## config.mk

```make
export PLATFORM = sky130hd
export DESIGN_NAME = sap_converter_ctrl
export DESIGN_NICKNAME = d
export VERILOG_FILES = /design/src/sap_pkg.sv /design/src/sap_column_clock_div.sv /design/src/sap_converter_ctrl.sv
export VERILOG_INCLUDE_DIRS = /design/src
export SDC_FILE = /design/constraint.sdc
export NUM_CORES = 1
export LEC_CHECK = 0
export BUFFER_PORTS_ARGS = -buffer_cell sky130_fd_sc_hd__clkbuf_2
export CORE_ASPECT_RATIO = 0.8
export CORE_MARGIN = 2
export CORE_UTILIZATION = 25
export CTS_BUF_LIST = sky130_fd_sc_hd__clkbuf_8 sky130_fd_sc_hd__clkbuf_16
export DETAILED_ROUTE_END_ITERATION = 10
export PLACE_DENSITY = 0.43
export SLEW_MARGIN = 20
export SYNTH_ARGS = -nofsm -noshare
export SYNTH_HDL_FRONTEND = slang
export SYNTH_SLANG_ARGS = --single-unit
```

## constraint.sdc

```tcl
create_clock -name clock -period 2.1 [get_ports clock]
set_input_delay 0.21 -clock clock [delete_from_list [all_inputs] [get_ports clock]]
set_output_delay 0.21 -clock clock [all_outputs]
set_load 0.05 [all_outputs]
```

## src/sap_defines.svh

```systemverilog
// register indices, field positions, masks and reset values of the converter control block
// assumes: byte address of a register is four times its index on a 32-bit register bus
`ifndef SAP_DEFINES_SVH
`define SAP_DEFINES_SVH

// register indices (byte address = index * 4)
`define SAP_IDX_MODULATOR 8'h83
`define SAP_IDX_PWM 8'h85
`define SAP_IDX_COL_A 8'h86
`define SAP_IDX_COL_B 8'h87
`define SAP_IDX_CLK_SEL 8'h89
`define SAP_IDX_CLK_DIV 8'h8B
`define SAP_IDX_GATE_CTRL 8'h8C
`define SAP_IDX_GATE_SRC 8'h8D

// writable bit masks; reserved bits are stored and read as zero
`define SAP_MASK_MODULATOR 8'h0F
`define SAP_MASK_PWM 8'h3F
`define SAP_MASK_COL 8'h6D
`define SAP_MASK_CLK_SEL 8'h0F
`define SAP_MASK_CLK_DIV 8'h77
`define SAP_MASK_GATE_CTRL 8'hF0
`define SAP_MASK_GATE_SRC 8'h03
`define SAP_REG_RESET 8'h00

// conversion pwm control fields
`define SAP_PWM_EN_BIT 0
`define SAP_PWM_LOW_LSB 1
`define SAP_PWM_ON_LSB 3

// column converter config fields
`define SAP_COL_END_BIT 7
`define SAP_COL_RANGE_BIT 6
`define SAP_COL_SH_BIT 5
`define SAP_COL_BUS_BIT 3
`define SAP_COL_AUTO_BIT 2
`define SAP_COL_PWR_BIT 0

// gate enables and clock divider nibble layout
`define SAP_GATE_EN_LSB 4
`define SAP_DIV_SYS_BIT 2

// bus responses
`define SAP_RESP_OKAY 2'h0
`define SAP_RESP_SLVERR 2'h2

`endif

```

## src/sap_pkg.sv

```systemverilog
// types shared by the converter control block and its column clock divider
// assumes: sap_defines.svh supplies the numeric constants
package sap_pkg;

  // dedicated conversion pwm phases
  typedef enum logic [1:0] {
    SAP_PWM_IDLE = 2'h0,
    SAP_PWM_HIGH = 2'h1,
    SAP_PWM_LOW = 2'h2
  } sap_pwm_state_t;

  // register selected by a bus address
  typedef enum logic [3:0] {
    SAP_REG_NONE = 4'h0,
    SAP_REG_MODULATOR = 4'h1,
    SAP_REG_PWM = 4'h2,
    SAP_REG_COL_A = 4'h3,
    SAP_REG_COL_B = 4'h4,
    SAP_REG_CLK_SEL = 4'h5,
    SAP_REG_CLK_DIV = 4'h6,
    SAP_REG_GATE_CTRL = 4'h7,
    SAP_REG_GATE_SRC = 4'h8
  } sap_reg_t;

  // per-column drive toward the analog column and comparator bus
  typedef struct packed {
    logic powerOn;
    logic lowRange;
    logic sampleHold;
    logic rampDrive;
    logic busOut;
  } sap_column_out_t;

  // column clock divider state
  typedef struct packed {
    logic [2:0] count;
    logic tick;
  } sap_div_state_t;

  // whole state of the converter control block
  typedef struct packed {
    logic [7:0] modSel;
    logic [7:0] pwmCtrl;
    logic [1:0][7:0] adcCfg;
    logic [7:0] clkSel;
    logic [7:0] clkDiv;
    logic [7:0] gateCtrl;
    logic [7:0] gateSrc;
    logic [1:0] endState;
    logic [1:0] tripSeen;
    logic [1:0] cmpSync;
    sap_column_out_t [1:0] colOut;
    sap_pwm_state_t pwmState;
    logic [4:0] spanCnt;
    logic pwmLevel;
    logic pwmTc;
    logic vc3Prev;
    logic gatePrev;
    logic [3:0] srcPrev;
    logic awHeld;
    logic wHeld;
    logic [11:0] awAddr;
    logic [7:0] wData;
    logic wStrb0;
    logic bvalid;
    logic [1:0] bresp;
    logic rvalid;
    logic [7:0] rdata;
    logic [1:0] rresp;
  } sap_state_t;

endpackage
```

## src/sap_column_clock_div.sv

```systemverilog
// column clock divider: passes one of every 1, 2, 4 or 8 source ticks
// assumes: tickIn is a one-cycle pulse per selected source clock edge
`timescale 1ns/100ps
`include "sap_defines.svh"

module sap_column_clock_div (
  input wire logic clock,
  input wire logic rstn,
  input wire logic tickIn,
  input wire logic [1:0] divideCode,
  output logic tickOut
);

  sap_pkg::sap_div_state_t st_ff;
  sap_pkg::sap_div_state_t nxt_st;
  logic [2:0] limit;

  // last count before an output tick
  assign limit = 3'((4'h1 << divideCode) - 4'h1);

  // count source ticks, emit one per ratio
  always_comb begin
    nxt_st = st_ff;
    nxt_st.tick = 1'b0;
    if (tickIn) begin
      if (st_ff.count >= limit) begin
        nxt_st.count = 3'h0;
        nxt_st.tick = 1'b1;
      end else begin
        nxt_st.count = 3'(st_ff.count + 3'h1);
      end
    end
  end

  // state register
  always_ff @(posedge clock or negedge rstn) begin
    if (!rstn) begin
      st_ff <= '0;
    end else begin
      st_ff <= nxt_st;
    end
  end

  assign tickOut = st_ff.tick;

endmodule

```

## src/sap_converter_ctrl.sv

```systemverilog
// single-slope converter control for two extra analog columns, AXI4-Lite register slave
// assumes: all clock and comparator inputs are levels synchronous to clock
//
// Functional notes
// - on-span zero: gating comes from digital block output picked by select bits
// - on-span codes 1..5 give 1, 2, 4, 8, 16 third-clock periods high
// - off-span zero: no low time, only terminal count pulses
// - off-span codes 1..3 hold pwm low 1, 2 or 3 third-clock periods
// - dedicated pwm runs only while its enable bit 0 is set
// - nonzero on-span makes dedicated pwm the gating source, overriding digital blocks
// - each comparator bus is gated only when its enable bit in 7:4 is set
// - comparator state captured at gating fall, or at terminal count when off-span is zero, read back as bit 7
// - bit 6 picks normal or roughly four times lower current range
// - bit 5 enables sample-and-hold on the positive input
// - bit 3 picks gated synced comparator or pwm terminal count for bus
// - bit 2 lets the selected pwm drive ramp generator and sample-and-hold
// - bit 0 powers and enables the column converter
// - clock-select fields: bits 3:2 second column, bits 1:0 first column
// - clock-select codes pick variable one, variable two, analog four, analog five
// - column clock is selected clock divided by the divider register ratio
// - divide codes mean 1, 2, 4 and 8
// - system-clock-direct bit takes column clock from system clock, ignoring select
// - four-bit field 3:0 picks modulator bits for the second column
//
// The implementer's own choice: the AXI4-Lite interface to the registers.
`timescale 1ns/100ps
`include "sap_defines.svh"

module sap_converter_ctrl #(
  parameter int ADDR_W = 12
) (
  input wire logic clock,
  input wire logic rstn,
  input wire logic awvalid,
  output logic awready,
  input wire logic [ADDR_W-1:0] awaddr,
  input wire logic [2:0] awprot,
  input wire logic wvalid,
  output logic wready,
  input wire logic [31:0] wdata,
  input wire logic [3:0] wstrb,
  output logic bvalid,
  input wire logic bready,
  output logic [1:0] bresp,
  input wire logic arvalid,
  output logic arready,
  input wire logic [ADDR_W-1:0] araddr,
  input wire logic [2:0] arprot,
  output logic rvalid,
  input wire logic rready,
  output logic [31:0] rdata,
  output logic [1:0] rresp,
  input wire logic variable_clock_one,
  input wire logic variable_clock_two,
  input wire logic variable_clock_three,
  input wire logic analog_clock_four,
  input wire logic analog_clock_five,
  input wire logic [3:0] digitalGate,
  input wire logic [1:0] comparatorIn,
  output sap_pkg::sap_column_out_t [1:0] columnOut,
  output logic [1:0] columnClockTick,
  output logic [3:0] second_column_modulator_bits,
  output logic conversionPwm,
  output logic pwmTerminalCount
);

  // refuse address widths that cannot reach the top register or exceed the bus
  if (ADDR_W < 10 || ADDR_W > 12) begin : g_bad_addr
    $error("sap_converter_ctrl: ADDR_W must be 10 to 12");
  end

  sap_pkg::sap_state_t st_ff;
  sap_pkg::sap_state_t nxt_st;
  logic [2:0] onCode;
  logic [1:0] lowCode;
  logic pwmSelected;
  logic pwmActive;
  logic vc3Rise;
  logic gate;
  logic gateFall;
  logic selectedTc;
  logic endEvent;
  logic [4:0] highLen;
  logic [4:0] lowLen;
  logic [3:0] srcLevels;
  logic [3:0] srcRise;
  logic [1:0] colTickIn;
  logic [1:0] hit;
  sap_pkg::sap_reg_t wrSel;
  sap_pkg::sap_reg_t rdSel;

  // register picked by a bus address; unaligned or unknown gives none
  function automatic sap_pkg::sap_reg_t regDecode(input logic [ADDR_W-1:0] addr);
    logic [ADDR_W-3:0] idx;
    idx = addr[ADDR_W-1:2];
    regDecode = sap_pkg::SAP_REG_NONE;
    if (addr[1:0] == 2'h0) begin
      case (idx)
        (ADDR_W-2)'(`SAP_IDX_MODULATOR): regDecode = sap_pkg::SAP_REG_MODULATOR;
        (ADDR_W-2)'(`SAP_IDX_PWM): regDecode = sap_pkg::SAP_REG_PWM;
        (ADDR_W-2)'(`SAP_IDX_COL_A): regDecode = sap_pkg::SAP_REG_COL_A;
        (ADDR_W-2)'(`SAP_IDX_COL_B): regDecode = sap_pkg::SAP_REG_COL_B;
        (ADDR_W-2)'(`SAP_IDX_CLK_SEL): regDecode = sap_pkg::SAP_REG_CLK_SEL;
        (ADDR_W-2)'(`SAP_IDX_CLK_DIV): regDecode = sap_pkg::SAP_REG_CLK_DIV;
        (ADDR_W-2)'(`SAP_IDX_GATE_CTRL): regDecode = sap_pkg::SAP_REG_GATE_CTRL;
        (ADDR_W-2)'(`SAP_IDX_GATE_SRC): regDecode = sap_pkg::SAP_REG_GATE_SRC;
        default: regDecode = sap_pkg::SAP_REG_NONE;
      endcase
    end
  endfunction

  // high span in third-clock periods; reserved codes give zero
  function automatic logic [4:0] highSpan(input logic [2:0] code);
    case (code)
      3'h1: highSpan = 5'h01;
      3'h2: highSpan = 5'h02;
      3'h3: highSpan = 5'h04;
      3'h4: highSpan = 5'h08;
      3'h5: highSpan = 5'h10;
      default: highSpan = 5'h00;
    endcase
  endfunction

  // pwm field decode and gating source choice
  assign onCode = st_ff.pwmCtrl[`SAP_PWM_ON_LSB +: 3];
  assign lowCode = st_ff.pwmCtrl[`SAP_PWM_LOW_LSB +: 2];
  assign highLen = highSpan(onCode);
  assign lowLen = {3'h0, lowCode};
  assign pwmSelected = (onCode != 3'h0);
  assign pwmActive = st_ff.pwmCtrl[`SAP_PWM_EN_BIT] && (highLen != 5'h00);
  assign vc3Rise = variable_clock_three && !st_ff.vc3Prev;
  assign gate = pwmSelected ? st_ff.pwmLevel : digitalGate[st_ff.gateSrc[1:0]];
  assign gateFall = st_ff.gatePrev && !gate;
  assign selectedTc = pwmSelected ? st_ff.pwmTc : gateFall;
  // without a low span the gate never falls, so the terminal count ends the period
  assign endEvent = gateFall || (pwmSelected && st_ff.pwmTc && lowCode == 2'h0);
  assign wrSel = regDecode(st_ff.awAddr[ADDR_W-1:0]);
  assign rdSel = regDecode(araddr);

  // bus handshakes: one write and one read at a time
  assign awready = !st_ff.awHeld && !st_ff.bvalid;
  assign wready = !st_ff.wHeld && !st_ff.bvalid;
  assign arready = !st_ff.rvalid;

  // column clock sources: order matches the clock-select codes
  assign srcLevels = {analog_clock_five, analog_clock_four, variable_clock_two,
    variable_clock_one};
  assign srcRise = srcLevels & ~st_ff.srcPrev;

  // per-column clock source pick and divider
  for (genvar c = 0; c < 2; c++) begin : g_col_clk
    assign colTickIn[c] = st_ff.clkDiv[4*c + `SAP_DIV_SYS_BIT] ? 1'b1 :
      srcRise[st_ff.clkSel[2*c +: 2]];
    sap_column_clock_div u_div (
      .clock(clock),
      .rstn(rstn),
      .tickIn(colTickIn[c]),
      .divideCode(st_ff.clkDiv[4*c +: 2]),
      .tickOut(columnClockTick[c])
    );
    // comparator seen high while gated during this ramp
    assign hit[c] = comparatorIn[c] && gate && st_ff.adcCfg[c][`SAP_COL_PWR_BIT];
  end

  // next state: pwm, registers, bus, column control
  always_comb begin
    nxt_st = st_ff;
    nxt_st.pwmTc = 1'b0;
    nxt_st.vc3Prev = variable_clock_three;
    nxt_st.gatePrev = gate;
    nxt_st.srcPrev = srcLevels;

    // dedicated pwm: high span, optional low span, terminal count per cycle
    case (st_ff.pwmState)
      sap_pkg::SAP_PWM_IDLE: begin
        nxt_st.pwmLevel = 1'b0;
        nxt_st.spanCnt = 5'h00;
        if (pwmActive) begin
          nxt_st.pwmState = sap_pkg::SAP_PWM_HIGH;
          nxt_st.pwmLevel = 1'b1;
        end
      end
      sap_pkg::SAP_PWM_HIGH: begin
        if (!pwmActive) begin
          nxt_st.pwmState = sap_pkg::SAP_PWM_IDLE;
          nxt_st.pwmLevel = 1'b0;
        end else if (vc3Rise) begin
          if (5'(st_ff.spanCnt + 5'h01) >= highLen) begin
            nxt_st.spanCnt = 5'h00;
            if (lowCode == 2'h0) begin
              nxt_st.pwmTc = 1'b1;
            end else begin
              nxt_st.pwmState = sap_pkg::SAP_PWM_LOW;
              nxt_st.pwmLevel = 1'b0;
            end
          end else begin
            nxt_st.spanCnt = 5'(st_ff.spanCnt + 5'h01);
          end
        end
      end
      sap_pkg::SAP_PWM_LOW: begin
        if (!pwmActive) begin
          nxt_st.pwmState = sap_pkg::SAP_PWM_IDLE;
          nxt_st.pwmLevel = 1'b0;
        end else if (vc3Rise) begin
          if (5'(st_ff.spanCnt + 5'h01) >= lowLen) begin
            nxt_st.spanCnt = 5'h00;
            nxt_st.pwmTc = 1'b1;
            nxt_st.pwmState = sap_pkg::SAP_PWM_HIGH;
            nxt_st.pwmLevel = 1'b1;
          end else begin
            nxt_st.spanCnt = 5'(st_ff.spanCnt + 5'h01);
          end
        end
      end
      default: begin
        nxt_st.pwmState = sap_pkg::SAP_PWM_IDLE;
        nxt_st.pwmLevel = 1'b0;
      end
    endcase

    // write: finish when address and data are both held
    if (st_ff.awHeld && st_ff.wHeld && !st_ff.bvalid) begin
      nxt_st.awHeld = 1'b0;
      nxt_st.wHeld = 1'b0;
      nxt_st.bvalid = 1'b1;
      nxt_st.bresp = (wrSel == sap_pkg::SAP_REG_NONE) ? `SAP_RESP_SLVERR : `SAP_RESP_OKAY;
      if (st_ff.wStrb0) begin
        // reserved bits are masked off so they always read back zero
        case (wrSel)
          sap_pkg::SAP_REG_MODULATOR: nxt_st.modSel = st_ff.wData & `SAP_MASK_MODULATOR;
          sap_pkg::SAP_REG_PWM: nxt_st.pwmCtrl = st_ff.wData & `SAP_MASK_PWM;
          sap_pkg::SAP_REG_COL_A: nxt_st.adcCfg[0] = st_ff.wData & `SAP_MASK_COL;
          sap_pkg::SAP_REG_COL_B: nxt_st.adcCfg[1] = st_ff.wData & `SAP_MASK_COL;
          sap_pkg::SAP_REG_CLK_SEL: nxt_st.clkSel = st_ff.wData & `SAP_MASK_CLK_SEL;
          sap_pkg::SAP_REG_CLK_DIV: nxt_st.clkDiv = st_ff.wData & `SAP_MASK_CLK_DIV;
          sap_pkg::SAP_REG_GATE_CTRL: nxt_st.gateCtrl = st_ff.wData & `SAP_MASK_GATE_CTRL;
          sap_pkg::SAP_REG_GATE_SRC: nxt_st.gateSrc = st_ff.wData & `SAP_MASK_GATE_SRC;
          default: nxt_st.modSel = st_ff.modSel;
        endcase
      end
    end
    if (awvalid && awready) begin
      nxt_st.awHeld = 1'b1;
      nxt_st.awAddr = 12'(awaddr);
    end
    if (wvalid && wready) begin
      nxt_st.wHeld = 1'b1;
      nxt_st.wData = wdata[7:0];
      nxt_st.wStrb0 = wstrb[0];
    end
    if (st_ff.bvalid && bready) begin
      nxt_st.bvalid = 1'b0;
    end

    // read: data captured at the address handshake
    if (arvalid && arready) begin
      nxt_st.rvalid = 1'b1;
      nxt_st.rresp = `SAP_RESP_OKAY;
      case (rdSel)
        sap_pkg::SAP_REG_MODULATOR: nxt_st.rdata = st_ff.modSel;
        sap_pkg::SAP_REG_PWM: nxt_st.rdata = st_ff.pwmCtrl;
        sap_pkg::SAP_REG_COL_A: nxt_st.rdata = {st_ff.endState[0], st_ff.adcCfg[0][6:0]};
        sap_pkg::SAP_REG_COL_B: nxt_st.rdata = {st_ff.endState[1], st_ff.adcCfg[1][6:0]};
        sap_pkg::SAP_REG_CLK_SEL: nxt_st.rdata = st_ff.clkSel;
        sap_pkg::SAP_REG_CLK_DIV: nxt_st.rdata = st_ff.clkDiv;
        sap_pkg::SAP_REG_GATE_CTRL: nxt_st.rdata = st_ff.gateCtrl;
        sap_pkg::SAP_REG_GATE_SRC: nxt_st.rdata = st_ff.gateSrc;
        default: begin
          nxt_st.rdata = 8'h00;
          nxt_st.rresp = `SAP_RESP_SLVERR;
        end
      endcase
    end else if (st_ff.rvalid && rready) begin
      nxt_st.rvalid = 1'b0;
    end

    // per-column comparator capture, bus source and analog controls
    for (int i = 0; i < 2; i++) begin
      nxt_st.cmpSync[i] = comparatorIn[i] &&
        (st_ff.gateCtrl[`SAP_GATE_EN_LSB + i] ? gate : 1'b1);
      if (endEvent) begin
        nxt_st.endState[i] = st_ff.tripSeen[i] || hit[i];
        nxt_st.tripSeen[i] = 1'b0;
      end else if (hit[i]) begin
        nxt_st.tripSeen[i] = 1'b1;
      end
      nxt_st.colOut[i].busOut = st_ff.adcCfg[i][`SAP_COL_BUS_BIT] ? selectedTc :
        st_ff.cmpSync[i];
      nxt_st.colOut[i].powerOn = st_ff.adcCfg[i][`SAP_COL_PWR_BIT];
      nxt_st.colOut[i].lowRange = st_ff.adcCfg[i][`SAP_COL_RANGE_BIT];
      nxt_st.colOut[i].sampleHold = st_ff.adcCfg[i][`SAP_COL_SH_BIT] &&
        st_ff.adcCfg[i][`SAP_COL_PWR_BIT] &&
        (st_ff.adcCfg[i][`SAP_COL_AUTO_BIT] ? gate : 1'b1);
      nxt_st.colOut[i].rampDrive = st_ff.adcCfg[i][`SAP_COL_PWR_BIT] &&
        st_ff.adcCfg[i][`SAP_COL_AUTO_BIT] && gate;
    end
  end

  // state register; everything clears at reset
  always_ff @(posedge clock or negedge rstn) begin
    if (!rstn) begin
      st_ff <= '0;
    end else begin
      st_ff <= nxt_st;
    end
  end

  // outputs
  assign bvalid = st_ff.bvalid;
  assign bresp = st_ff.bresp;
  assign rvalid = st_ff.rvalid;
  assign rdata = {24'h000000, st_ff.rdata};
  assign rresp = st_ff.rresp;
  assign columnOut = st_ff.colOut;
  assign second_column_modulator_bits = st_ff.modSel[3:0];
  assign conversionPwm = st_ff.pwmLevel;
  assign pwmTerminalCount = st_ff.pwmTc;

  // pwm held low once disabled
  a_pwm_disabled_low: assert property (@(posedge clock) disable iff (!rstn)
    !st_ff.pwmCtrl[`SAP_PWM_EN_BIT] |=> !st_ff.pwmLevel)
    else $error("pwm high while disabled");

  // end of high span drops the pwm when a low span exists
  a_high_span_end: assert property (@(posedge clock) disable iff (!rstn)
    (st_ff.pwmState == sap_pkg::SAP_PWM_HIGH && pwmActive && vc3Rise && lowCode != 2'h0
      && 5'(st_ff.spanCnt + 5'h01) == highLen) |=> !st_ff.pwmLevel)
    else $error("high span not ended on time");

  // end of low span gives terminal count and new high
  a_low_span_tc: assert property (@(posedge clock) disable iff (!rstn)
    (st_ff.pwmState == sap_pkg::SAP_PWM_LOW && pwmActive && vc3Rise
      && 5'(st_ff.spanCnt + 5'h01) == lowLen) |=> (st_ff.pwmTc && st_ff.pwmLevel))
    else $error("low span end without terminal count");

  // no low phase when the off span is zero
  a_no_low_phase: assert property (@(posedge clock) disable iff (!rstn)
    (pwmActive && lowCode == 2'h0 && st_ff.pwmState != sap_pkg::SAP_PWM_LOW)
      |=> st_ff.pwmState != sap_pkg::SAP_PWM_LOW)
    else $error("low phase entered with zero off span");

  // ramp follows the digital block gate when on span is zero
  a_gate_digital: assert property (@(posedge clock) disable iff (!rstn)
    (onCode == 3'h0 && st_ff.adcCfg[0][`SAP_COL_PWR_BIT] && st_ff.adcCfg[0][`SAP_COL_AUTO_BIT])
      |=> columnOut[0].rampDrive == $past(digitalGate[st_ff.gateSrc[1:0]]))
    else $error("gate not from digital block");

  // dedicated pwm overrides gating source for the ramp
  a_gate_override: assert property (@(posedge clock) disable iff (!rstn)
    (onCode != 3'h0 && st_ff.adcCfg[0][`SAP_COL_PWR_BIT] && st_ff.adcCfg[0][`SAP_COL_AUTO_BIT])
      |=> columnOut[0].rampDrive == $past(st_ff.pwmLevel))
    else $error("gate not from dedicated pwm");

  // gated comparator held low while gate is low
  a_gate_enable: assert property (@(posedge clock) disable iff (!rstn)
    (st_ff.gateCtrl[`SAP_GATE_EN_LSB] && !gate) |=> !st_ff.cmpSync[0])
    else $error("comparator passed while gated off");

  // a trip seen during the ramp is latched at its end
  a_end_capture: assert property (@(posedge clock) disable iff (!rstn)
    (endEvent && st_ff.tripSeen[0]) |=> (st_ff.endState[0] && !st_ff.tripSeen[0]))
    else $error("trip not captured at conversion end");

  // timer capture mode forwards the terminal count
  a_bus_source: assert property (@(posedge clock) disable iff (!rstn)
    (st_ff.adcCfg[0][`SAP_COL_BUS_BIT] && $stable(st_ff.adcCfg[0]))
      |=> st_ff.colOut[0].busOut == $past(selectedTc))
    else $error("bus not driven by terminal count");

  // system clock direct with no divide ticks every cycle
  a_clock_direct: assert property (@(posedge clock) disable iff (!rstn)
    (st_ff.clkDiv[6:4] == 3'h4) [*2] |-> columnClockTick[1])
    else $error("direct column clock missing tick");

  // converter power follows its enable bit
  a_power_off: assert property (@(posedge clock) disable iff (!rstn)
    !st_ff.adcCfg[1][`SAP_COL_PWR_BIT] |=> !columnOut[1].powerOn && !columnOut[1].rampDrive)
    else $error("converter powered while disabled");

endmodule

```

# == Word-level counts from Yosys, hierarchy flattened ==
# Index checks and enable logic that the tools add are counted.
# op_classes
eq_ne,49
div_mod_pow,0
bitwise,2
order_cmp,7
addsub,5
n_mux,66
n_reduce_logical,63
multipliers,0
shifts,2
# ops
operator,count
$eq 10x8->1 const B,16
$pmux 4 s8,2
$pmux 8 s8,1
$mux 1,33
$eq 4x3->1 const B,8
$logic_and 1x1->1,28
$pmux 5 s5,1
$reduce_and 3->1,8
$mux 2,11
$mux 5,4
$mux 9,2
$eq 4x2->1 const B,4
$ne 3x3->1 const B,5
$pmux 5 s3,1
$reduce_bool 2->1,6
$ne 2x2->1 const B,5
$reduce_and 5->1,2
$lt 2x3->1 const B,3
$mux 3,3
$eq 4x1->1 const B,2
$eq 4x4->1 const B,2
$logic_not 2->1,4
$mux 4,2
$reduce_or 8->1,1
24 further kinds,40
# totals
latch_bits,0
mem_count,0
ff_bits,112
inputBits,84
romBits,0
ramBits,0

# == Logic depth before layout (Yosys ltp) ==
# Gate-level depths: netlist of the first run.
# depth
word_depth,7
mapped_depth,9
depth_no_buf,9

# == Cells and area by module ==
# From an unflattened synthesis of the first run, not the netlist that was laid out.
# unflattened
hier_cells,518
area_unflattened_um2,5828.1
# by_module_without_submodules
module,area_each_um2,seq_area_each_um2,instances,cells_per_inst
sap_converter_ctrl,5332.6,2552.4,1,466
sap_column_clock_div,247.7,100.1,2,26

# == Least setup slack after synthesis of the first run ==
# No wires, ideal clock.
# synth_path
path_kind,flip-flop to flip-flop
startpoint,"reg st_ff, in the netlist bvalid"
endpoint,reg st_ff[30] (netlist name)
arrival_time_ns,2.438
slack_ns,-0.463
setup_ns,0.125
path_buffers,2
path_stages_with_launch,6
cell_sequence,dfrtp_1 > nor2_1 > and2_1 > clkbuf_1 > clkbuf_1 > mux2_2
# synth_via
elab_chain_len,3
# synth_rtl
item,line,rtl
"start, declared",sap_converter_ctrl.sv:72,sap_pkg::sap_state_t st_ff;
"start signal, assigned",sap_converter_ctrl.sv:305,st_ff <= nxt_st;
$logic_not 1->1,sap_converter_ctrl.sv:141,assign awready = !st_ff.awHeld && !st_ff.bvalid;
$logic_and 1x1->1,sap_converter_ctrl.sv:141,
net awready,sap_converter_ctrl.sv:35,"output logic awready,"
$logic_and 1x1->1,sap_converter_ctrl.sv:243,if (awvalid && awready) begin
# The timed path passes the listed nets, and every way through them passes these cells.
# A chain may end at the register's enable or synchronous reset.

# == Worst setup path after layout of the first run ==
# layout_path
startpoint,reg st_ff[23] (netlist name)
endpoint,reg st_ff[95] (netlist name)
# layout_via
elab_chain_len,4
# layout_rtl
item,line,rtl
$logic_not 2->1,sap_converter_ctrl.sv:97,if (addr[1:0] == 2'h0) begin
$mux 4,sap_converter_ctrl.sv:97,
$eq 4x3->1,sap_converter_ctrl.sv:230,case (wrSel)
$reduce_and 3->1 (no source line),n/a,
# No other way between the ends.

==> run summary, run 1 <==
status: finished, violations left
failing checks: setup timing
Reg area: 2755 µm²
DIE AREA: 23820 µm²
RSZ-0062 raised after global routing: true
routed vias/inst: 4.462
DPL Wire Length: 11.33 mm
Post-Route WL: 14.74 mm
syn avg cell area: 10.84 µm²
core area: 22320 µm²
n_diodes: 0
commonest non-fill, non-tap cells in the layout: dfrtp_1, clkbuf_2, mux2_2
First DRT Iteration DRCs: 336
Tcrit/Tclk final: 110.1%
endpoints failing hold: 0
CP Capture Type: flip-flop
sequential area share after synthesis: 48.73%
VDD IR max: 738.1 µV
Leak: 3.309 nW
Rows: 49
Setup violations, final: 29
CP startpoint kind: flip-flop
Max Slew Vio Count: 0
number of I/O pins: 143
layout cell share with drive strength beyond 1: 39.75%
total gr overflow: 0
total power divided by cell area: 811.5 nW/µm²
routing usage on met3: 3.235%
largest net degree at the start of global routing: 41
CTS Sinks: 110
Yosys cell types: 58
Placed Instances: 913
Clock transition at path regs: 80 ps
Clock Tree Buf Depth: 2
filler cell count in the final layout: 2352
top_reg_cell synth: dfrtp_1
clock tree root buffer cell: clkbuf_16
Avg WL per Cell: 15.68 µm
RePlAce Congestion: 0.8524
CTS Buf Count: 9
slew margin rel.: 60.34%
EDFF count, synth: 0
Initial Util: 25.31%
Die Ht: 138.5 µm
dpl ws: -226.4 ps
H-tree depth: 3
most common cell after layout, fill and taps aside: dfrtp_1
Synth Cell Area: 5649 µm²
PortBufs: 83
multi-input logic area: 2753 µm²
CP Data Required Time: 2350 ps
gr usage total: 12.89%
Yosys Warn Count: 0
max_cap viols: 0
Tmin final: 2313 ps
Mapped Cells: 521
hold_ws: 22.73 ps
initial antenna violation count: 0
DRT Pass-1 Iters: 4
Area growth syn-to-layout: 26.51%
critical path peak fanout: 4
worst skew pair latency: 360 ps
grt met2 use: 19.34%
Via Count: 4194
Tightest Hold Check Type: in2reg
Worst EP arrival: 2560 ps
clk_skew: 14.25 ps
GRT Max-Usage Layer: met2
post-route ant nets: 0
DRC viols: 0
final non-filler cell total: 940
fraction of registers with async set/reset: 100.0%
# nets final: 733
register bit total from synthesis: 110
met1 usage: 18.62%
fmax: 432.3 MHz
vias in the first global route: 4264
setup slack after layout: -213.1 ps
Die W: 172.1 µm
WS Path Type: reg2reg
Slew @ Worst Pin: 594.9 ps
first-pass GRT wire length: 23.54 mm
CTS tree: built
registers in the layout (all words and copies together) (netlist names), 2 cells and up:
name and count:
rdata 8, st_ff 65, g_col_clk.u_div.st_ff 6, nxt_st 4
lowCode 2, g_col_clk.u_div.tickOut 2, columnOut 10, onCode 3
second_column_modulator_bits 4
logic make-up (layout without fill, tap and decap cells):
| group | count (synthesis) | count (layout) | synth area share (%) |
|---|---|---|---|
| DFF | 110 | 110 | 48.73 |
| buffers and inverters | 85 | 173 | 9.103 |
| AOI/OAI and AO/OA | 95 | 95 | 10.72 |
| and+or+nand+nor | 146 | 146 | 13.78 |
| other | 1 | 26 | 0.06638 |
| xor gates and xnor gates | 3 | 3 | 0.4652 |
| muxes | 61 | 61 | 12.71 |
| adders and majority gates | 20 | 20 | 4.430 |
routing by layer:
layer	wire [µm]	up-vias	share of wire, %
li1	-	2003	-
met1	7217	2077	49
met2	6573	106	45
met3	818	8	5.5
met4	131	0	0.89
met5	0	-	0
critical path, stage by stage (launching register included):
cell and delay [ps]:
dfrtp_1 380, or4_4 570, or4b_4 580, nor3b_4 290, mux2_2 370
timing repair:
item,4_1_cts,5_1_grt
endpoints found under the setup margin,43,49
resized for setup,28,38
hold buffers,6,0
pin swaps,6,8
buffers inserted,3,3
hold endpoints to repair,42,0
final timing paths:
path	from	endpoint	slack, ps	cells after the start
worst max register to register	st_ff[23]$_DFFE_PN0P_	st_ff[95]$_DFFE_PN0P_	-210	4
max in group asynchronous	rstn	st_ff[68]$_DFFE_PN0P_	1080	3
worst min-delay path	rready	rvalid$_DFFE_PN0P_	20	2
worst min register to register	nxt_st[55]$_DFFE_PN0P_	columnOut[3]$_DFF_PN0_	430	0
worst max-delay path	st_ff[23]$_DFFE_PN0P_	st_ff[95]$_DFFE_PN0P_	-210	4
min in group asynchronous	rstn	g_col_clk[1].u_div.st_ff[2]$_DFFE_PN0N_	390	2
area by class of cell:
class / instances / area share, %
Clock buffer: 9 / 3.151
Inverter: 21 / 1.103
Timing Repair Buffer: 136 / 12.45
Clock inverter: 7 / 0.8754
Tap cell: 306 / 5.357
Multi-Input combinational cell: 351 / 38.52
Sequential cell: 110 / 38.55
synthesized netlist by cell type (3+ instances only):
| cell type | count | area (µm²) |
|---|---|---|
| mux2_2 | 56 | 630.6 |
| or4_1 | 4 | 30.03 |
| a22o_1 | 3 | 26.28 |
| nor3_1 | 3 | 15.01 |
| mux4_2 | 3 | 67.56 |
| nand4_1 | 3 | 18.77 |
| and2_1 | 4 | 25.02 |
| a21oi_1 | 18 | 90.09 |
| a21boi_0 | 3 | 22.52 |
| a31oi_1 | 7 | 43.79 |
| clkbuf_1 | 10 | 37.54 |
| nand2_1 | 46 | 172.7 |
| a22oi_1 | 4 | 30.03 |
| a211oi_1 | 3 | 22.52 |
| nor3b_1 | 3 | 22.52 |
| nor4_1 | 7 | 43.79 |
| nand3_1 | 10 | 50.05 |
| nand2b_1 | 8 | 50.05 |
| dfrtp_1 | 110 | 2753 |
| a21o_1 | 6 | 45.04 |
| nor2b_1 | 10 | 62.56 |
| ha_1 | 20 | 250.2 |
| nand3b_1 | 3 | 22.52 |
| xor2_1 | 3 | 26.28 |
| nor2_1 | 28 | 105.1 |
| o22ai_1 | 5 | 31.28 |
| o21ai_0 | 30 | 150.1 |
| buf_4 | 52 | 390.4 |
| inv_1 | 21 | 78.83 |
where the power goes:
part | leakage [nW] | switching [W] | total, W | internal [W]
registers | 1.44 | 0.000361 | 0.00276 | 0.00240
logic | 1.72 | 0.000775 | 0.00134 | 0.000561
clock network | 0.145 | 0.000869 | 0.00171 | 0.000837
total | 3.31 | 0.00200 | 0.00580 | 0.00379
metrics by stage:
step,utilization (%),instance area [µm²],setup TNS [ps],total power (W)
floorplan,-,5786,-1255,0.003617
global placement,29.08,6490,-5069,0.004048
detailed placement,29.08,6490,-5754,0.004074
CTS,31.29,6983,-5914,0.005852
global route,32.03,7147,-5667,0.006142
finish,32.03,7147,-3618,0.005799
No activity file was read; power rests on OpenSTA's default activity.
==> inputs of run 2 (changes only) <==
--- a/config.mk
+++ b/config.mk
@@ -10,8 +10,8 @@
 export CORE_ASPECT_RATIO = 0.8
 export CORE_MARGIN = 2
 export CORE_UTILIZATION = 25
-export CTS_BUF_LIST = sky130_fd_sc_hd__clkbuf_8 sky130_fd_sc_hd__clkbuf_16
 export DETAILED_ROUTE_END_ITERATION = 10
+export HOLD_SLACK_MARGIN = 0.1
 export PLACE_DENSITY = 0.43
 export SLEW_MARGIN = 20
 export SYNTH_ARGS = -nofsm -noshare
==> run 2 against run 1 <==
  * The run still ends with setup timing left
  * Global-route usage increased by 0.061 points
  * Combinational power about the same
  * Core utilization increased by 1.1 points
  * Sequential cell count unchanged
  * Power increased by 0.63%
  * Critical path type unchanged
  * Largest power group unchanged
  * Highest routed layer unchanged
==> run summary, run 2 (synthesis gave the netlist of run 1 again) <==
layout cell share with drive strength beyond 1: 38.24% (-1.5 points)
Tightest Hold Check Type: in2reg
Slew @ Worst Pin: 588.2 ps (-6.750 ps)
core area: 22320 µm² (unchanged)
worst skew pair latency: 360 ps (about the same)
DPL Wire Length: 11.33 mm (unchanged)
slew margin rel.: 60.79% (+0.45 points)
Tmin final: 2314 ps (+0.7500 ps)
DRT Pass-1 Iters: 6 (+2)
fmax: 432.2 MHz (about the same)
Via Count: 4320 (+3.0%)
setup slack after layout: -213.8 ps (-0.7500 ps)
Die Ht: 138.5 µm (unchanged)
max_cap viols: 0 (unchanged)
Clock transition at path regs: 80 ps (about the same)
critical path peak fanout: 4 (unchanged)
post-route ant nets: 0 (unchanged)
Area growth syn-to-layout: 30.94%
PortBufs: 83 (unchanged)
CTS tree: built
Setup violations, final: 29 (unchanged)
First DRT Iteration DRCs: 314 (-6.5%)
Post-Route WL: 14.87 mm (+0.84%)
CTS Buf Count: 9 (unchanged)
total gr overflow: 0 (unchanged)
RePlAce Congestion: 0.8524 (unchanged)
initial antenna violation count: 0 (unchanged)
Leak: 3.413 nW (+3.2%)
vias in the first global route: 4340 (+1.8%)
Max Slew Vio Count: 0 (unchanged)
routed vias/inst: 4.477 (+0.34%)
Rows: 49 (unchanged)
CP Capture Type: flip-flop
total power divided by cell area: 788.9 nW/µm² (-2.8%)
Tcrit/Tclk final: 110.2% (about the same)
final non-filler cell total: 965 (+2.7%)
CTS Sinks: 110 (unchanged)
Die W: 172.1 µm (unchanged)
failing checks: setup timing
Biggest register: st_ff
H-tree depth: 3 (unchanged)
Clock Tree Buf Depth: 2 (unchanged)
gr usage total: 12.95% (+0.061 points)
first-pass GRT wire length: 23.68 mm (+0.62%)
WS Path Type: reg2reg
endpoints failing hold: 0 (unchanged)
clk_skew: 14.76 ps (+0.5051 ps)
status: finished, violations left
n_diodes: 0 (unchanged)
VDD IR max: 738.4 µV (about the same)
filler cell count in the final layout: 2341 (-0.47%)
DRC viols: 0 (unchanged)
DIE AREA: 23820 µm² (unchanged)
CP Data Required Time: 2350 ps (about the same)
# nets final: 758 (+3.4%)
number of I/O pins: 143 (unchanged)
clock tree root buffer cell: clkbuf_16
Largest register FFs: 65 (unchanged)
Initial Util: 25.31% (unchanged)
commonest non-fill, non-tap cells in the layout: dfrtp_1, clkbuf_2, mux2_2
most common cell after layout, fill and taps aside: dfrtp_1
Placed Instances: 913 (unchanged)
Avg WL per Cell: 15.40 µm (-1.8%)
RSZ-0062 raised after global routing: true
CP startpoint kind: flip-flop
fin util: 33.15% (+1.1 points)
largest net degree at the start of global routing: 41 (unchanged)
Worst EP arrival: 2560 ps (about the same)
## run 2: metrics by stage
stage | worst slack, ps | area [µm²] | power, W | TNS, ps | hold slack (ps)
final | -213.8 | 7397 | 0.005836 | -3644 | 267.7
after global routing | -270.5 | 7397 | 0.006182 | -5667 | 285.5
after CTS | -204.3 | 7233 | 0.005889 | -5914 | 259.8
after detailed placement | -226.4 | 6490 | 0.004074 | -5754 | 254.5
after global placement | -193.6 | 6490 | 0.004048 | -5069 | 252.4
after floorplan | -122.5 | 5786 | 0.003617 | -1255 | -85.59
## run 2: final timing paths
path                                   startpoint                                       to  slack (ps)  cells past startpoint
max                         st_ff[23]$_DFFE_PN0P_                    st_ff[95]$_DFFE_PN0P_        -210                      4
min                                       arvalid                     rdata[5]$_DFFE_PN0P_         270                      4
max reg2reg                 st_ff[23]$_DFFE_PN0P_                    st_ff[95]$_DFFE_PN0P_        -210                      4
min reg2reg                nxt_st[55]$_DFFE_PN0P_                   columnOut[3]$_DFF_PN0_         440                      0
max in group asynchronous                    rstn                    st_ff[68]$_DFFE_PN0P_        1090                      3
min in group asynchronous                    rstn  g_col_clk[1].u_div.st_ff[2]$_DFFE_PN0N_         380                      2
## run 2: report_power, final
group | internal, W | leakage, nW | switching, W
Combinational | 0.000591 | 1.82 | 0.000781
Sequential | 0.00240 | 1.44 | 0.000360
Clock | 0.000837 | 0.145 | 0.000870
## run 2: critical path: stages (launching register included)
cell	delay [ps]
dfrtp_1	380
or4_4	570
or4b_4	580
nor3b_4	290
mux2_2	370
## run 2: what timing repair did
item                                    in CTS  in global routing
gates cloned                                 0                  0
hold buffers                                31                  0
resized for setup                           28                 38
setup buffers                                3                  3
endpoints found under the setup margin      43                 49
pin swaps                                    6                  8
endpoints found under the hold margin       67                  0
## run 2: metal layers
layer	wire length [µm]	vias up	global-route usage, %	part of all wire [%]
met5	0	-	0	0
met4	107	0	3.184	0.72
met3	735	6	3.149	4.9
met2	6720	109	19.51	45
met1	7301	2154	18.66	49
li1	-	2051	-	-
## run 2: layout make-up
class | count | area (µm²) | share of cell area (%)
sequential | 110 | 2755 | 37.25
multi-input combinational | 351 | 2753 | 37.21
timing repair buffer | 161 | 1140 | 15.41
tap | 306 | 382.9 | 5.176
clock buffer | 9 | 225.2 | 3.045
inverter | 21 | 78.83 | 1.066
clock inverter | 7 | 62.56 | 0.8457
==> inputs of run 3 (changes only) <==
==> constraint.sdc (replaced) <==
create_clock -name clock -period 2.1 [get_ports clock]
set_input_delay 0.21 -clock clock [delete_from_list [all_inputs] [get_ports clock]]
set_output_delay 0.21 -clock clock [all_outputs]
set_load 0.02 [all_outputs]
==> run 3 against run 2 <==
  * The run still ends with setup timing left
  * Cell area increased by 0.14%
  * Wire length increased by 2.1%
  * Register-to-register slack improved by 30 ps
  * Non-clock buffer count increased by 3
  * Critical path type unchanged
  * Largest cell class is now multi-input gates
==> run summary, run 3 (synthesis gave the netlist of run 1 again) <==
Tcrit/Tclk final: 108.6% (-1.6 points)
DRC viols: 0 (unchanged)
critical path peak fanout: 4 (unchanged)
Largest register FFs: 65 (unchanged)
Post-Route WL: 15.18 mm (+2.1%)
filler cell count in the final layout: 2302 (-1.7%)
layout cell share with drive strength beyond 1: 38.37% (+0.13 points)
Slew @ Worst Pin: 556.5 ps (-31.64 ps)
First DRT Iteration DRCs: 207 (-34%)
RSZ-0062 raised after global routing: true
CP top delay family: simple AND/OR/NAND/NOR gates
DRT Pass-1 Iters: 5 (-1)
hold_ws: 106.4 ps (-161.3 ps)
Rows: 49 (unchanged)
VDD IR max: 484.5 µV (-34%)
Leak: 3.434 nW (+0.62%)
Setup crit start: st_ff[31]$_DFFE_PN0P_
post-route cell area: 7407 µm² (+0.14%)
first-pass GRT wire length: 24.26 mm (+2.4%)
WS Path Type: reg2reg
number of I/O pins: 143 (unchanged)
slowest CP cell: or4b_4
gr usage total: 13.11% (+0.16 points)
CTS Sinks: 110 (unchanged)
Via Count: 4331 (+0.25%)
Setup violations, final: 44 (+52%)
Initial Util: 25.31% (unchanged)
status: finished, violations left
routed vias/inst: 4.474 (about the same)
clk_skew: 15.56 ps (+0.8064 ps)
final setup TNS: -4292 ps (-648.2 ps)
vias in the first global route: 4490 (+3.5%)
CP startpoint kind: flip-flop
dpl cell area: 6472 µm² (-0.27%)
clock tree root buffer cell: clkbuf_16
H-tree depth: 3 (unchanged)
largest net degree at the start of global routing: 47 (+15%)
total gr overflow: 0 (unchanged)
n_diodes: 0 (unchanged)
CP Cell Sequence: or4b_4, or4b_4, nor3b_4, buf_6, mux2_4
Max Slew Vio Count: 0 (unchanged)
slew margin rel.: 62.82% (+2.0 points)
PortBufs: 83 (unchanged)
max_cap viols: 0 (unchanged)
Tightest Hold Check Type: in2reg
Die W: 172.1 µm (unchanged)
hold_sp: awaddr[11]
worst skew pair latency: 370 ps (about the same)
RePlAce Congestion: 0.8270 (-3.0%)
CP Capture Type: flip-flop
worst path buffer plus inverter count: 1 (+1)
Die Ht: 138.5 µm (unchanged)
Area growth syn-to-layout: 31.12%
Avg WL per Cell: 15.68 µm (+1.8%)
CTS tree: built
endpoints failing hold: 0 (unchanged)
commonest non-fill, non-tap cells in the layout: dfrtp_1, clkbuf_2, mux2_2
CP max stage delay: 600 ps (+20 ps)
Placed Instances: 914 (+0.11%)
CP Data Required Time: 2350 ps (about the same)
total power divided by cell area: 756.1 nW/µm² (-4.2%)
Clock transition at path regs: 80 ps (about the same)
post-layout power: 0.005600 W (-4.0%)
failing checks: setup timing
initial antenna violation count: 0 (unchanged)
most common cell after layout, fill and taps aside: dfrtp_1
Clock Tree Buf Depth: 2 (unchanged)
# nets final: 761 (+0.40%)
Biggest register: st_ff
CTS Buf Count: 9 (unchanged)
DIE AREA: 23820 µm² (unchanged)
DPL Wire Length: 11.54 mm (+1.9%)
CP most frequent cell: or4b_4
final non-filler cell total: 968 (+0.31%)
Worst EP arrival: 2530 ps (-30 ps)
setup slack after layout: -179.7 ps (+34.14 ps)
fmax: 438.7 MHz (+1.5%)
Tmin final: 2280 ps (-34.14 ps)
post-route ant nets: 0 (unchanged)
Worst R2R Start: st_ff[31]$_DFFE_PN0P_
core area: 22320 µm² (unchanged)
-- run 3: cell count changes in the layout (fill, tap and decap cells not counted), moves of 2 or more --
cell,delta
inv_8,-2
buf_6,+2
xor2_2,+2
nor2_1,+2
mux2_4,+3
buf_4,+5
dfrtp_1,+2
mux2_2,-3
nor2_4,-3
inv_6,+2
dfrtp_2,-2
dlygate4sd3_1,-3
-- run 3: where the power goes --
| part | leakage [nW] | switching [W] | internal [W] |
|---|---|---|---|
| clock | 0.145 | 0.000863 | 0.000859 |
| sequential | 1.45 | 0.000382 | 0.00240 |
| combinational | 1.84 | 0.000544 | 0.000557 |
| total | 3.43 | 0.00179 | 0.00381 |
-- run 3: through the flow --
stage	utilization, %	setup slack, ps
detailed placement	29.00	-217.3
global route	33.19	-244.9
global placement	29.00	-170.1
finish	33.19	-179.7
CTS	32.35	-201.4
floorplan	-	-111.6
-- run 3: path summary, 6_finish.rpt --
kind | slack, ps | cells past startpoint | end
worst max-delay path | -180 | 5 | st_ff[93]$_DFFE_PN0P_
worst min-delay path | 110 | 2 | st_ff[34]$_DFFE_PN0P_
worst max register to register | -180 | 5 | st_ff[93]$_DFFE_PN0P_
worst min register to register | 430 | 0 | columnOut[3]$_DFF_PN0_
max in group asynchronous | 1170 | 3 | st_ff[93]$_DFFE_PN0P_
min in group asynchronous | 280 | 2 | st_ff[19]$_DFFE_PN0P_
-- run 3: what timing repair did --
action,in CTS,in global routing
hold buffers,28,0
setup buffers,6,5
gates resized for setup,37,29
setup endpoints to repair,43,47
hold endpoints to repair,52,0
pin swaps,8,17
-- run 3: layout make-up --
class                   count  area (µm²)  area share (%)
inverters                  21       78.83           1.064
clock inverters             6       48.80          0.6588
repair buffers            164        1150           15.52
well taps                 306       382.9           5.169
flip-flops and latches    110        2753           37.16
clock buffers              10       239.0           3.226
multi-input cells         351        2755           37.20
-- run 3: layer usage --
layer	vias to the layer above	routed length, µm	GRT usage [%]
li1	2053	-	-
met1	2162	7657	19.02
met2	97	6651	19.34
met3	19	647	3.378
met4	0	219	3.450
met5	-	0	0
